--- src/ubc_params.svh ---
`ifndef UBC_PARAMS_SVH
`define UBC_PARAMS_SVH
// register indices, byte address is four times the index
`define UBC_IDX_SERIAL_PORT_CONTROL 8'h98
`define UBC_IDX_SERIAL_DATA_BUFFER 8'h99
`define UBC_IDX_BFRAC 8'h9d
`define UBC_IDX_BCTL 8'h9e
`define UBC_IDX_CFG 8'haf
`define UBC_IDX_TIMER2_CONTROL 8'hc8
`define UBC_IDX_RLD_LO 8'hca
`define UBC_IDX_RLD_HI 8'hcb
`define UBC_IDX_ISTAT 8'hf0
`define UBC_IDX_IMASK 8'hf1
`define UBC_RST_BYTE 8'h00
`define UBC_RST_INT 6'h00
// serial_port_control fields
`define UBC_SC_MODE9 7
`define UBC_SC_FCHK 5
`define UBC_SC_REN 4
`define UBC_SC_TB9 3
`define UBC_SC_RB9 2
`define UBC_SC_TI 1
`define UBC_SC_RI 0
// baud_control_and_errors fields
`define UBC_BC_DIV 2:0
`define UBC_BC_EXT 4:3
`define UBC_BC_OE 5
`define UBC_BC_BE 6
`define UBC_BC_FE 7
`define UBC_BC_SW_MASK 8'h1f
`define UBC_CFG_ENHANCED_RECEIVE_ENABLE 0
`define UBC_CFG_CAREN 1
`define UBC_T2_RCLK 5
`define UBC_T2_TX_RATE_FROM_TIMER2 4
`define UBC_T2_RUN 2
// interrupt status bits
`define UBC_IS_RX 0
`define UBC_IS_TX 1
`define UBC_IS_FE 2
`define UBC_IS_BE 3
`define UBC_IS_OE 4
`define UBC_IS_WAKE 5
// timing
`define UBC_FRAC_ONE 8'd64
`define UBC_TICK_LAST 4'hf
`define UBC_TICK_MID 4'h7
`define UBC_BREAK_TICKS 8'd176
`define UBC_CLK_HZ 25000000
`define UBC_CARRIER_HZ 38000
`define UBC_CAR_HALF 9'(`UBC_CLK_HZ / (2 * `UBC_CARRIER_HZ))
`define UBC_FRAME8 4'd10
`define UBC_FRAME9 4'd11
`define UBC_LAST_D8 4'd7
`define UBC_LAST_D9 4'd8
`define UBC_TX_STOP_LEFT 4'd2
`define UBC_TX_LAST 4'd1
`define UBC_PRE_W 10
`endif

--- src/ubc_pkg.sv ---
`default_nettype none
`include "ubc_params.svh"
package ubc_pkg;
  typedef enum logic [3:0] {
    UBC_RX_IDLE = 4'b0001,
    UBC_RX_START = 4'b0010,
    UBC_RX_DATA = 4'b0100,
    UBC_RX_STOP = 4'b1000
  } ubc_rx_state_t;
  typedef struct packed {
    logic hsel;
    logic [31:0] haddr;
    logic [1:0] htrans;
    logic hwrite;
    logic [2:0] hsize;
    logic [31:0] hwdata;
    logic hready;
  } ubc_ahb_req_t;
  typedef struct packed {
    logic hreadyout;
    logic hresp;
    logic [31:0] hrdata;
  } ubc_ahb_rsp_t;
  typedef struct packed {
    logic [7:0] serial_port_control, serial_data_buffer, baudFrac, baudCtl, cfg, timer2_control, rldLo, rldHi;
    logic [5:0] intStat, intMask;
    logic wrPend;
    logic [7:0] wrIdx;
    logic [31:0] rdata;
    logic t2Half;
    logic [15:0] t2Count;
    logic [`UBC_PRE_W-1:0] preCount;
    logic [7:0] fracAcc;
    logic [8:0] carCount;
    logic carrier, txBusy, txd;
    logic [3:0] txTick, txBits;
    logic [10:0] txShift;
    logic [1:0] rxSync;
    logic rxPrev, wake;
    ubc_rx_state_t rxState;
    logic [3:0] rxTick, rxBits;
    logic [8:0] rxShift;
    logic [7:0] breakCount;
  } ubc_state_t;
endpackage
`default_nettype wire

--- src/ubc_uart_baud_and_error_check.sv ---
// Added by the designer: register access over AHB-Lite.
`timescale 1ns/10ps
`default_nettype none
`include "ubc_params.svh"
module ubc_uart_baud_and_error_check import ubc_pkg::*; (
  // clock and reset
  input wire logic clk,
  input wire logic rst,
  // register bus
  input wire ubc_ahb_req_t ahbReq,
  output ubc_ahb_rsp_t ahbRsp,
  // serial line
  input wire logic rxdPin,
  output logic txd,
  // system events
  output logic irq,
  output logic rxWake
);
  ubc_state_t st;
  ubc_state_t next_st;

  logic addrOk, selAny, readReq, accept;
  logic [7:0] reqIdx;
  logic t2Run, t2Ovf, prePulse, baudTick, txTickEn, rxTickEn;
  logic [3:0] expo;
  logic [`UBC_PRE_W-1:0] preMask;
  logic mode9, rxd, stopSample, rxBitEnd, txBitEnd;

  assign reqIdx = ahbReq.haddr[9:2];
  assign addrOk = (ahbReq.haddr[31:10] == 22'h000000);
  assign selAny = ahbReq.hsel && ahbReq.htrans[1] && ahbReq.hready;
  // hready left out so ready never feeds back on itself
  assign readReq = ahbReq.hsel && ahbReq.htrans[1] && !ahbReq.hwrite;
  // a read right behind a write waits one cycle so it sees the new value
  assign ahbRsp.hreadyout = !(st.wrPend && readReq);
  assign ahbRsp.hresp = 1'b0;
  assign ahbRsp.hrdata = st.rdata;
  assign accept = selAny && ahbRsp.hreadyout;

  assign t2Run = st.timer2_control[`UBC_T2_RUN]
    && (st.timer2_control[`UBC_T2_RCLK] || st.timer2_control[`UBC_T2_TX_RATE_FROM_TIMER2]);
  assign t2Ovf = t2Run && st.t2Half && (st.t2Count == 16'hffff);
  assign expo = 4'(st.baudCtl[`UBC_BC_DIV])
    + 4'(st.baudCtl[`UBC_BC_EXT]);
  assign preMask = `UBC_PRE_W'((11'h001 << expo) - 11'h001);
  assign prePulse = ((st.preCount | ~preMask) == '1);
  assign baudTick = prePulse
    && ((st.fracAcc + `UBC_FRAC_ONE)
        >= (`UBC_FRAC_ONE + {2'b00, st.baudFrac[5:0]}));
  assign txTickEn = st.timer2_control[`UBC_T2_TX_RATE_FROM_TIMER2] ? t2Ovf : baudTick;
  assign rxTickEn = st.timer2_control[`UBC_T2_RCLK] ? t2Ovf : baudTick;

  assign mode9 = st.serial_port_control[`UBC_SC_MODE9];
  assign rxd = st.rxSync[1];
  assign rxBitEnd = rxTickEn && (st.rxTick == `UBC_TICK_LAST);
  assign stopSample = rxBitEnd && (st.rxState == UBC_RX_STOP);
  assign txBitEnd = st.txBusy && txTickEn
    && (st.txTick == `UBC_TICK_LAST);

  assign txd = st.txd;
  assign rxWake = st.wake;
  assign irq = |(st.intStat & st.intMask);

  always_comb begin
    logic [7:0] wd;
    logic [7:0] rv;
    logic [7:0] accNew;
    logic [7:0] rxByte;
    logic ninth, qualified, take, txLine;
    wd = ahbReq.hwdata[7:0];
    rv = 8'h00;
    accNew = 8'h00;
    rxByte = 8'h00;
    ninth = 1'b0;
    qualified = 1'b0;
    take = 1'b0;
    txLine = 1'b1;
    next_st = st;
    // write data phase
    if (st.wrPend) begin
      case (st.wrIdx)
        `UBC_IDX_SERIAL_PORT_CONTROL: next_st.serial_port_control = wd;
        `UBC_IDX_BFRAC: next_st.baudFrac = wd;
        `UBC_IDX_BCTL: begin
          next_st.baudCtl = (wd & `UBC_BC_SW_MASK)
            | (st.baudCtl & ~`UBC_BC_SW_MASK);
          // framing and break error flags clear by writing zero, writing one keeps them
          next_st.baudCtl[`UBC_BC_FE] = st.baudCtl[`UBC_BC_FE]
            && wd[`UBC_BC_FE];
          next_st.baudCtl[`UBC_BC_BE] = st.baudCtl[`UBC_BC_BE]
            && wd[`UBC_BC_BE];
        end
        `UBC_IDX_CFG: next_st.cfg = wd;
        `UBC_IDX_TIMER2_CONTROL: next_st.timer2_control = wd;
        `UBC_IDX_RLD_LO: next_st.rldLo = wd;
        `UBC_IDX_RLD_HI: next_st.rldHi = wd;
        `UBC_IDX_IMASK: next_st.intMask = wd[5:0];
        `UBC_IDX_SERIAL_DATA_BUFFER: begin
          if (!st.txBusy) begin
            next_st.txBusy = 1'b1;
            next_st.txTick = 4'h0;
            next_st.txShift = {1'b1, mode9 ? st.serial_port_control[`UBC_SC_TB9] : 1'b1,
              wd, 1'b0};
            next_st.txBits = mode9 ? `UBC_FRAME9 : `UBC_FRAME8;
          end
        end
        default: next_st.serial_port_control = next_st.serial_port_control;
      endcase
    end
    next_st.wrPend = 1'b0;
    // address phase
    if (accept) begin
      if (ahbReq.hwrite) begin
        next_st.wrPend = addrOk;
        next_st.wrIdx = reqIdx;
      end else begin
        if (addrOk) begin
          case (reqIdx)
            `UBC_IDX_SERIAL_PORT_CONTROL: rv = st.serial_port_control;
            `UBC_IDX_SERIAL_DATA_BUFFER: rv = st.serial_data_buffer;
            `UBC_IDX_BFRAC: rv = st.baudFrac;
            `UBC_IDX_BCTL: rv = st.baudCtl;
            `UBC_IDX_CFG: rv = st.cfg;
            `UBC_IDX_TIMER2_CONTROL: rv = st.timer2_control;
            `UBC_IDX_RLD_LO: rv = st.rldLo;
            `UBC_IDX_RLD_HI: rv = st.rldHi;
            `UBC_IDX_ISTAT: rv = {2'b00, st.intStat};
            `UBC_IDX_IMASK: rv = {2'b00, st.intMask};
            default: rv = 8'h00;
          endcase
          if (reqIdx == `UBC_IDX_SERIAL_DATA_BUFFER) begin
            next_st.baudCtl[`UBC_BC_OE] = 1'b0;
          end
          if (reqIdx == `UBC_IDX_ISTAT) begin
            next_st.intStat = `UBC_RST_INT;
          end
        end
        next_st.rdata = {24'h000000, rv};
      end
    end
    // timer 2 baud generator
    if (t2Run) begin
      next_st.t2Half = !st.t2Half;
      if (st.t2Half) begin
        next_st.t2Count = t2Ovf ? {st.rldHi, st.rldLo}
          : st.t2Count + 16'h0001;
      end
    end else begin
      next_st.t2Half = 1'b0;
      // stopped timer sits at reload so the first bit is full length
      next_st.t2Count = {st.rldHi, st.rldLo};
    end
    // dedicated baud timer, skipping prescaled pulses on the fraction
    next_st.preCount = st.preCount + `UBC_PRE_W'(1);
    if (prePulse) begin
      accNew = st.fracAcc + `UBC_FRAC_ONE;
      next_st.fracAcc = baudTick
        ? accNew - (`UBC_FRAC_ONE + {2'b00, st.baudFrac[5:0]})
        : accNew;
    end
    // carrier
    if (st.carCount == `UBC_CAR_HALF - 9'd1) begin
      next_st.carCount = 9'd0;
      next_st.carrier = !st.carrier;
    end else begin
      next_st.carCount = st.carCount + 9'd1;
    end
    // transmitter
    if (st.txBusy && txTickEn) begin
      next_st.txTick = st.txTick + 4'h1;
    end
    if (txBitEnd) begin
      next_st.txShift = {1'b1, st.txShift[10:1]};
      next_st.txBits = st.txBits - 4'd1;
      if (st.txBits == `UBC_TX_STOP_LEFT) begin
        next_st.serial_port_control[`UBC_SC_TI] = 1'b1;
        next_st.intStat[`UBC_IS_TX] = 1'b1;
      end
      if (st.txBits == `UBC_TX_LAST) begin
        next_st.txBusy = 1'b0;
      end
    end
    txLine = next_st.txBusy ? next_st.txShift[0] : 1'b1;
    next_st.txd = txLine
      || (st.cfg[`UBC_CFG_CAREN] && st.carrier);
    // receiver
    next_st.rxSync = {st.rxSync[0], rxdPin};
    next_st.rxPrev = rxd;
    next_st.wake = st.rxPrev && !rxd;
    if (st.wake) begin
      next_st.intStat[`UBC_IS_WAKE] = 1'b1;
    end
    if (rxTickEn && (st.rxState != UBC_RX_IDLE)) begin
      next_st.rxTick = st.rxTick + 4'h1;
    end
    case (st.rxState)
      UBC_RX_IDLE: begin
        if (st.rxPrev && !rxd && st.serial_port_control[`UBC_SC_REN]) begin
          next_st.rxState = UBC_RX_START;
          next_st.rxTick = 4'h0;
        end
      end
      UBC_RX_START: begin
        if (rxTickEn && (st.rxTick == `UBC_TICK_MID)) begin
          next_st.rxTick = 4'h0;
          next_st.rxBits = 4'h0;
          next_st.rxState = rxd ? UBC_RX_IDLE : UBC_RX_DATA;
        end
      end
      UBC_RX_DATA: begin
        if (rxBitEnd) begin
          next_st.rxShift = {rxd, st.rxShift[8:1]};
          next_st.rxBits = st.rxBits + 4'h1;
          if (st.rxBits == (mode9 ? `UBC_LAST_D9 : `UBC_LAST_D8)) begin
            next_st.rxState = UBC_RX_STOP;
          end
        end
      end
      UBC_RX_STOP: begin
        if (stopSample) begin
          next_st.rxState = UBC_RX_IDLE;
          rxByte = mode9 ? st.rxShift[7:0] : st.rxShift[8:1];
          ninth = mode9 ? st.rxShift[8] : rxd;
          qualified = !st.serial_port_control[`UBC_SC_FCHK] || ninth;
          take = qualified && (st.cfg[`UBC_CFG_ENHANCED_RECEIVE_ENABLE]
            || !st.serial_port_control[`UBC_SC_RI]);
          if (take) begin
            next_st.serial_data_buffer = rxByte;
            next_st.serial_port_control[`UBC_SC_RB9] = ninth;
            next_st.serial_port_control[`UBC_SC_RI] = 1'b1;
            next_st.intStat[`UBC_IS_RX] = 1'b1;
            if (st.cfg[`UBC_CFG_ENHANCED_RECEIVE_ENABLE] && st.serial_port_control[`UBC_SC_RI]) begin
              next_st.baudCtl[`UBC_BC_OE] = 1'b1;
              next_st.intStat[`UBC_IS_OE] = 1'b1;
            end
          end
          if (st.cfg[`UBC_CFG_ENHANCED_RECEIVE_ENABLE] && !rxd) begin
            next_st.baudCtl[`UBC_BC_FE] = 1'b1;
            next_st.intStat[`UBC_IS_FE] = 1'b1;
          end
        end
      end
      default: next_st.rxState = UBC_RX_IDLE;
    endcase
    // break watch counts 16x ticks while the line stays low
    if (rxd || !st.cfg[`UBC_CFG_ENHANCED_RECEIVE_ENABLE]) begin
      next_st.breakCount = 8'd0;
    end else if (rxTickEn && (st.breakCount != `UBC_BREAK_TICKS)) begin
      next_st.breakCount = st.breakCount + 8'd1;
      if (st.breakCount == `UBC_BREAK_TICKS - 8'd1) begin
        next_st.baudCtl[`UBC_BC_BE] = 1'b1;
        next_st.intStat[`UBC_IS_BE] = 1'b1;
      end
    end
  end

  always_ff @(posedge clk) begin
    if (rst) begin
      st <= '0;
      st.rxState <= UBC_RX_IDLE;
      st.txd <= 1'b1;
      st.txShift <= '1;
      st.rxSync <= 2'b11;
      st.rxPrev <= 1'b1;
    end else begin
      st <= next_st;
    end
  end

  AST_T2_HALF: assert property (@(posedge clk) disable iff (rst)
    (t2Run && !st.t2Half) |=> $stable(st.t2Count))
    else $error("timer 2 advanced on consecutive clocks");

  AST_T2_RELOAD: assert property (@(posedge clk) disable iff (rst)
    t2Ovf |=> (st.t2Count == {$past(st.rldHi), $past(st.rldLo)}))
    else $error("timer 2 did not reload on overflow");

  AST_TX_BIT: assert property (@(posedge clk) disable iff (rst)
    (st.txBusy && $past(st.txBusy) && (st.txBits != $past(st.txBits)))
      |-> ($past(st.txTick) == 4'hf && $past(txTickEn)))
    else $error("tx bit advanced before sixteen ticks");

  AST_OE_CLEAR: assert property (@(posedge clk) disable iff (rst)
    (accept && !ahbReq.hwrite && addrOk && reqIdx == `UBC_IDX_SERIAL_DATA_BUFFER
      && !stopSample) |=> !st.baudCtl[`UBC_BC_OE])
    else $error("buffer read did not clear overwrite error");

  AST_DISCARD: assert property (@(posedge clk) disable iff (rst)
    (stopSample && !st.cfg[`UBC_CFG_ENHANCED_RECEIVE_ENABLE] && st.serial_port_control[`UBC_SC_RI]
      && !st.wrPend) |=> $stable(st.serial_data_buffer))
    else $error("frame overwrote unread buffer");

  AST_FRAME_ERR: assert property (@(posedge clk) disable iff (rst)
    (stopSample && st.cfg[`UBC_CFG_ENHANCED_RECEIVE_ENABLE] && !rxd)
      |=> st.baudCtl[`UBC_BC_FE] && st.intStat[`UBC_IS_FE])
    else $error("missing stop bit not flagged");

  AST_NO_ERR: assert property (@(posedge clk) disable iff (rst)
    !st.cfg[`UBC_CFG_ENHANCED_RECEIVE_ENABLE]
      |=> !$rose(st.baudCtl[`UBC_BC_FE]) && !$rose(st.baudCtl[`UBC_BC_BE]))
    else $error("error flag set with enhanced receive off");

  AST_BREAK: assert property (@(posedge clk) disable iff (rst)
    (rxTickEn && !rxd && st.cfg[`UBC_CFG_ENHANCED_RECEIVE_ENABLE]
      && st.breakCount == `UBC_BREAK_TICKS - 8'd1)
      |=> st.baudCtl[`UBC_BC_BE] && st.breakCount == `UBC_BREAK_TICKS)
    else $error("long low line not flagged as break");

  AST_FCHK: assert property (@(posedge clk) disable iff (rst)
    (stopSample && st.serial_port_control[`UBC_SC_FCHK] && !mode9 && !rxd
      && !st.serial_port_control[`UBC_SC_RI] && !st.wrPend) |=> !st.serial_port_control[`UBC_SC_RI])
    else $error("frame without stop bit accepted");

  AST_OVERWRITE: assert property (@(posedge clk)
    disable iff (rst)
    (stopSample && st.cfg[`UBC_CFG_ENHANCED_RECEIVE_ENABLE] && st.serial_port_control[`UBC_SC_RI]
      && !st.serial_port_control[`UBC_SC_FCHK]) |=> st.baudCtl[`UBC_BC_OE])
    else $error("overwrite of unread byte not flagged");

  AST_RX_TAKE: assert property (@(posedge clk)
    disable iff (rst)
    (stopSample && st.cfg[`UBC_CFG_ENHANCED_RECEIVE_ENABLE] && !st.serial_port_control[`UBC_SC_FCHK]
      && !mode9) |=> (st.serial_data_buffer == $past(st.rxShift[8:1])))
    else $error("enhanced receiver dropped a frame");

  AST_STOP_NINTH: assert property (@(posedge clk)
    disable iff (rst)
    (stopSample && !mode9 && !st.serial_port_control[`UBC_SC_FCHK]
      && !st.serial_port_control[`UBC_SC_RI] && !st.wrPend)
      |=> (st.serial_port_control[`UBC_SC_RB9] == $past(rxd)))
    else $error("stop bit not kept as ninth bit");

  AST_PRESCALE: assert property (@(posedge clk)
    disable iff (rst)
    (prePulse && (expo != 4'h0) && !st.wrPend) |=> !prePulse)
    else $error("prescaler pulsed on consecutive clocks");

  AST_CARRIER: assert property (@(posedge clk)
    disable iff (rst)
    (st.cfg[`UBC_CFG_CAREN] && st.carrier) |=> txd)
    else $error("carrier high not seen on transmit line");

  AST_CAR_HALF: assert property (@(posedge clk)
    disable iff (rst)
    (st.carCount == `UBC_CAR_HALF - 9'd1)
      |=> (st.carrier != $past(st.carrier)))
    else $error("carrier did not toggle at half period");

  AST_TXD_IDLE: assert property (@(posedge clk)
    disable iff (rst)
    (!st.txBusy && !st.wrPend) |=> txd)
    else $error("transmit line low while idle");

  AST_WAKE: assert property (@(posedge clk)
    disable iff (rst)
    $fell(rxd) |=> rxWake ##1 (!rxWake && st.intStat[`UBC_IS_WAKE]))
    else $error("receive line activity gave no wake event");

  AST_RX_T2: assert property (@(posedge clk)
    disable iff (rst)
    (st.timer2_control[`UBC_T2_RCLK] && !t2Ovf && (st.rxState != UBC_RX_IDLE))
      |=> $stable(st.rxTick))
    else $error("receiver ticked without a timer 2 overflow");

  AST_TX_T2: assert property (@(posedge clk)
    disable iff (rst)
    (st.timer2_control[`UBC_T2_TX_RATE_FROM_TIMER2] && !t2Ovf && st.txBusy && !st.wrPend)
      |=> $stable(st.txTick))
    else $error("transmitter ticked without a timer 2 overflow");

endmodule // ubc_uart_baud_and_error_check
`default_nettype wire

--- config.mk ---
export PLATFORM = sky130hd
export DESIGN_NAME = ubc_uart_baud_and_error_check
export DESIGN_NICKNAME = d
export VERILOG_FILES = /design/src/ubc_pkg.sv /design/src/ubc_uart_baud_and_error_check.sv
export VERILOG_INCLUDE_DIRS = /design/src
export SDC_FILE = /design/constraint.sdc
export NUM_CORES = 1
export LEC_CHECK = 0
export BUFFER_PORTS_ARGS = -buffer_cell sky130_fd_sc_hd__buf_4
export CORE_MARGIN = 1
export CORE_UTILIZATION = 45
export CTS_CLUSTER_SIZE = 8
export DETAILED_ROUTE_END_ITERATION = 8
export GPL_TIMING_DRIVEN = 0
export HOLD_SLACK_MARGIN = 0.12
export MAX_ROUTING_LAYER = met4
export PLACE_DENSITY = 0.63
export SLEW_MARGIN = 20
export SYNTH_ARGS = -nofsm -noshare
export SYNTH_HDL_FRONTEND = slang
export SYNTH_SLANG_ARGS = --single-unit
--- constraint.sdc ---
create_clock -name clk -period 5.5 [get_ports clk]
set_input_delay 1.1 -clock clk [delete_from_list [all_inputs] [get_ports clk]]
set_output_delay 1.1 -clock clk [all_outputs]
set_load 0.005 [all_outputs]
# Yosys cells after proc, flatten, opt, wreduce, memory -nomap -nowiden

Cells that the tools add are included.

Register bits after elaboration: 191
Bits in latches: 0
RAM bits: 0
Memory bits (read-only): 0
Output and inout port bits: 37
Word-level logic and storage cells: 254
Memories: 0

Add/subtract/negate cells: 13
Multiply operators: 0
Div/mod/pow operators: 0
Magnitude comparators: 1
Equality and inequality tests: 44
Shift operators: 1
Mux-type cells: 84
Bitwise gates (word level): 7
Reductions and logical operators: 68

Operator list:

| operator                                       | count |
|---|---|
| equality test 8 bit (second input constant)    | 20 |
| one-hot mux 8 bit (10 select lines)            | 1 |
| two-way mux 8 bit                              | 9 |
| two-way mux 19 bit                             | 3 |
| two-way mux 16 bit                             | 3 |
| two-way mux 1 bit                              | 45 |
| two-way mux 40 bit                             | 1 |
| two-way mux 9 bit                              | 3 |
| logical AND 1 bit                              | 24 |
| two-way mux 4 bit                              | 6 |
| two-way mux 6 bit                              | 4 |
| zero test 22 bit                               | 1 |
| AND reduction 2 bit                            | 11 |
| adder 16 x 1 -> 16 bit (second input constant) | 1 |
| equality test 16 bit (second input constant)   | 1 |
| one-hot mux 4 bit (2 select lines)             | 2 |
| one-hot mux 4 bit (4 select lines)             | 1 |
| nonzero test 2 bit                             | 8 |
| two-way mux 15 bit                             | 1 |
| two-way mux 13 bit                             | 1 |
| adder 4 x 1 -> 4 bit (second input constant)   | 3 |
| equality test 4 bit (second input constant)    | 3 |
| two-way mux 12 bit                             | 1 |
| != test 2 bit (second input constant)          | 6 |
| other kinds (34)                               | 59 |

# Depth between registers and ports, before layout

Depth in word-level cells: 13
Depth in mapped cells: 19
Depth with buffers taken out: 15

# Least setup slack after synthesis

Ideal clock, no wire load.

Path type: register -> register
Start point: reg st[184] (netlist bit)
End point: reg st[45] (netlist bit)
Data arrival time: 4.064 ns
Setup slack: 1.370 ns
Stages on the path, launching flop included: 17
Path through: dfxtp_1 > ha_1 > inv_1 > fa_1 > nand2b_1 > o21ai_1 > nand3_1 > ha_1 > buf_2 > nor2b_1 > o31a_1 > or4_4 > or4_4 > a21oi_4 > buf_4 > mux2_2 > nor2_1

Word-level cells in the longest chain between the ends: 12
Elaborated cells between the ends (all ways): 15
Classes of those cells: add/sub (2); eq/ne (2); shift (1); mux (2); bitwise (2); reduce/logical (6)

Ends and longest elaborated chain:

| element                                                                              | RTL line                             | source |
|---|---|---|
| start: declaration                                                                   | ubc_uart_baud_and_error_check.sv:19  | `ubc_state_t st;` |
| start signal: assignment                                                             | ubc_uart_baud_and_error_check.sv:266 | `st <= next_st;` |
| adder 3 x 2 -> 4 bit (*)                                                             | ubc_uart_baud_and_error_check.sv:43  | `` assign expo = 4'(st.baudCtl[`UBC_BC_DIV]) `` |
| << shifter 1 x 4 -> 10 bit (*)                                                       | ubc_uart_baud_and_error_check.sv:45  | `` assign preMask = `UBC_PRE_W'((11'h001 << expo) - 11'h001); `` |
| subtractor 10 x 1 -> 10 bit (*)                                                      | ubc_uart_baud_and_error_check.sv:45  |  |
| NOT 10 bit (*)                                                                       | ubc_uart_baud_and_error_check.sv:46  | `assign prePulse = ((st.preCount \| ~preMask) == '1);` |
| OR 10 bit (*)                                                                        | ubc_uart_baud_and_error_check.sv:46  |  |
| equality test 10 bit (*)                                                             | ubc_uart_baud_and_error_check.sv:46  |  |
| logical AND 1 bit (*)                                                                | ubc_uart_baud_and_error_check.sv:47  | `assign baudTick = prePulse` |
| two-way mux 1 bit (*)                                                                | ubc_uart_baud_and_error_check.sv:50  | `` assign txTickEn = st.timer2_control[`UBC_T2_TX_RATE_FROM_TIMER2] ? t2Ovf : baudTick; `` |
| logical AND 1 bit (*) (2 in series)                                                  | ubc_uart_baud_and_error_check.sv:57  | `assign txBitEnd = st.txBusy && txTickEn` |
| != test 2 x 1 -> 1 bit (no source line) / nonzero test 2 bit (equally long branches) | -                                    |  |
| AND reduction 3 bit (no source line)                                                 | -                                    |  |

Every way passes the cells marked *; elsewhere a longest branch is shown, timed or not.
A chain may end at the register's enable or synchronous reset.

# Worst setup path in the final report

Start point: reg st[184] (netlist bit)
End point: reg txd (netlist name)

Word-level cells in the longest chain between the ends: 13
Elaborated cells between the ends (all ways): 14
Classes of those cells: add/sub (2); eq/ne (1); shift (1); mux (4); bitwise (2); reduce/logical (4)

Ends and longest elaborated chain:

| element                                                        | RTL line                             | source |
|---|---|---|
| adder 3 x 2 -> 4 bit (*)                                       | ubc_uart_baud_and_error_check.sv:43  |  |
| << shifter 1 x 4 -> 10 bit (*)                                 | ubc_uart_baud_and_error_check.sv:45  |  |
| subtractor 10 x 1 -> 10 bit (*)                                | ubc_uart_baud_and_error_check.sv:45  |  |
| NOT 10 bit (*)                                                 | ubc_uart_baud_and_error_check.sv:46  |  |
| OR 10 bit (*)                                                  | ubc_uart_baud_and_error_check.sv:46  |  |
| equality test 10 bit (*)                                       | ubc_uart_baud_and_error_check.sv:46  |  |
| logical AND 1 bit (*)                                          | ubc_uart_baud_and_error_check.sv:47  |  |
| two-way mux 1 bit (*)                                          | ubc_uart_baud_and_error_check.sv:50  |  |
| logical AND 1 bit (*) (2 in series)                            | ubc_uart_baud_and_error_check.sv:57  |  |
| two-way mux 15 bit / two-way mux 1 bit (equally long branches) | ubc_uart_baud_and_error_check.sv:172 | `if (txBitEnd) begin` |
| two-way mux 1 bit (*)                                          | ubc_uart_baud_and_error_check.sv:183 | `txLine = next_st.txBusy ? next_st.txShift[0] : 1'b1;` |
| logical OR 1 bit (*)                                           | ubc_uart_baud_and_error_check.sv:184 | `next_st.txd = txLine` |

Marks and branches as above.

==> flow_summary.toml <==
[routing]
drtIter0Drc = 697
routed_wl_um = 26900
via_per_inst = 5.65
dr.pass1.iters = 5
drtAntennaViolNets = 0
wire_per_inst_um = 17.7
via_count = 8575
drc = 0

[power]
powerDensity_nw_per_um2 = 287
ir_drop_mv = 0.191
leakage_uw = 0.00433
p_total_uw = 3200

[placed_design]
pre_cts_slack_ns = 0.836
io_buffers = 47
place_congestion = 0.896
hpwlAfterDp_um = 19600
placed_area_um2 = 10600

[clock_tree]
cts_hold_buf = 0
clkLatencyLatePin_ns = 0.43
path_clk_slew_ns = 0.07
post_cts_buffers = 0
cts_max_level = 4
post_cts_resize_count = 0
cts_max_path_buffers = 2
cts_sinks = 191
cts_tree = "built"
cts-root-buf = "clkbuf_16"
cts_buffers = 17

[layout]
drive_gt1_share_pct = 12.9
diodes = 0
area_growth_pct = 14.2
final_nets = 1330
final_area_um2 = 11200

[synthesis]
synth_ff_type = "dfxtp_1"
ys_seq_elements = 191
syn_inst = 1140
synth-edff-count = 0
yosys_warnings = 0
synth-async-reset-ratio_pct = 0
synth_area_um2 = 9760
seq_area_frac_synth_pct = 39.2
synth_area_per_cell_um2 = 8.56
yosysUniqueCellTypes = 76

[grt]
grt_pass1_vias = 7870
grt_overflow = 0
grt_first_pass_wirelength_um = 42800
grt_max_degree = 17
antenna_found_initial = 0
grt_util_all_layers_pct = 25.7

[critical_path]
r2r_setup_slack_ns = 0.81
cp.required_ns = 5.80
crit_type = "register to register"
cp_max_fo = 10
critical_path.endpoint_type = "register"
cp_slowest_cell = "or4_4"
cp.arrival_ns = 4.99
crit_family = "simple AND/OR/NAND/NOR gates"
slowest_delay_ns = 0.53
path_cells = "ha_1 -> inv_1 -> fa_1 -> nand2b_1 -> o21ai_1 -> nand3_1 -> ha_1 -> buf_2 -> nor2b_1 -> o31a_1 -> or4_4 -> or4_4 -> a21oi_4 -> buf_4 -> mux2i_1 -> nand3_1"
worst-path-buf-inv = 3
setup.worst_path.start = "st[184]$_SDFFE_PP0P_"
r2r-start = "st[184]$_SDFFE_PP0P_"
start_kind = "register"

[timing]
holdWs_ns = 0.411
finalHoldViolCount = 0
setup_viol = 0
setup_tns_ns = 0
fin_crit_ns = 4.69
fmax_ghz = 0.213
setup_ws_ns = 0.815
slew_headroom_pct = 22.2
rsz0062_at_grt = "no"
worstMarginPinSlew_ns = 1.16
period_share_pct = 85.2
report.final.slew_viol_count = 0
finClkSkew_ns = 0.00819

[floorplanning]
rows = 53
core_area_um2 = 21200
io-pin-count = 112
die-area_um2 = 22300
die_w_um = 149
start_util_pct = 46.2
die_y_um = 149

[min_path]
holdCritStartpoint = "next_st[32]$_SDFF_PP1_"
hold_class = "register to register"

[run_status]
status = "finished, final reports clean"

[flow_run]
drv_cap = 0
[cell usage in the layout, fill, tap and decap left out, types with 15 or more instances in the layout]
cell type | synthesis | final
dfxtp_1 | 191 | 191
nor2_1 | 140 | 140
nand2_1 | 98 | 98
mux2i_1 | 91 | 91
buf_4 | 34 | 82
a21oi_1 | 59 | 59
o21ai_0 | 59 | 59
clkbuf_1 | 54 | 57
nand3_1 | 40 | 40
inv_1 | 32 | 32
conb_1 | 1 | 25
ha_1 | 21 | 21
a211oi_1 | 17 | 17
clkbuf_16 | 0 | 17
nor2b_1 | 16 | 16
nand4_1 | 15 | 15
nor4_1 | 18 | 15
nor3_1 | 15 | 15
xnor2_1 | 15 | 15
[kinds of logic after synthesis]
logic type                 Yosys count  synth area share, %
AOI/OAI and AO/OA                  247                 17.1
xor gates and xnor gates            28                 2.59
adders and majority gates           23                 3.10
buffers and inverters              132                 6.88
DFF                                191                 39.2
muxes                               96                 9.91
other                                1               0.0384
and+or+nand+nor                    422                 21.2
[power breakdown]
part           switching (uW)  internal, uW
Clock                     541           664
Sequential               13.2          1410
Combinational             345           230
Total                     899          2300
[cells in the mapped netlist, drive strengths merged (15+ instances only)]
cell / instances / area [um^2]
a211oi: 20 / 165
a21oi: 63 / 353
nand2: 99 / 374
dfxtp: 191 / 3820
o21ai: 62 / 310
nand4: 15 / 93.8
nor2: 142 / 538
clkbuf: 54 / 203
nand3: 41 / 210
inv: 32 / 120
mux2i: 91 / 911
ha: 21 / 263
nor3: 16 / 85.1
buf: 46 / 349
xnor2: 15 / 131
nor2b: 16 / 100
nor4: 20 / 138
[area by class of cell]
type	count	area [um^2]
buffer	100	552
clock buffer	20	437
clock inverter	10	118
fill	2050	10000
inverter	32	120
multi-input combinational	841	5390
sequential	191	3820
tap	275	344
timing repair buffer	49	365
[final timing paths]
path | to | depth (start not counted)
setup / recovery | txd$_SDFF_PP1_ | 16
hold / removal | next_st[30]$_SDFF_PP1_ | 1
setup reg to reg | txd$_SDFF_PP1_ | 16
hold reg to reg | next_st[30]$_SDFF_PP1_ | 1
[metrics by stage]
step / util (%) / cells
final: 52.7 / 1518
after global routing: 52.7 / 1518
after CTS: 52.7 / 1518
after detailed placement: 50.1 / 1488
after global placement: 49.9 / 1486
after floorplan: - / 1164
[flip-flops by register name, summed over array words and instances (netlist names)]
register	flops
txd	1
st	178
mode9	1
next_st	2
rxWake	1
ahbRsp	8
[routing by layer]
| metal | track usage, % | part of all wire [%] |
|---|---|---|
| met4 | 8.06 | 2.6 |
| met3 | 4.13 | 5.2 |
| met2 | 40.0 | 46 |
| met1 | 34.1 | 47 |
| met5 | - | 0 |
Power figures use the tool's default switching activity.
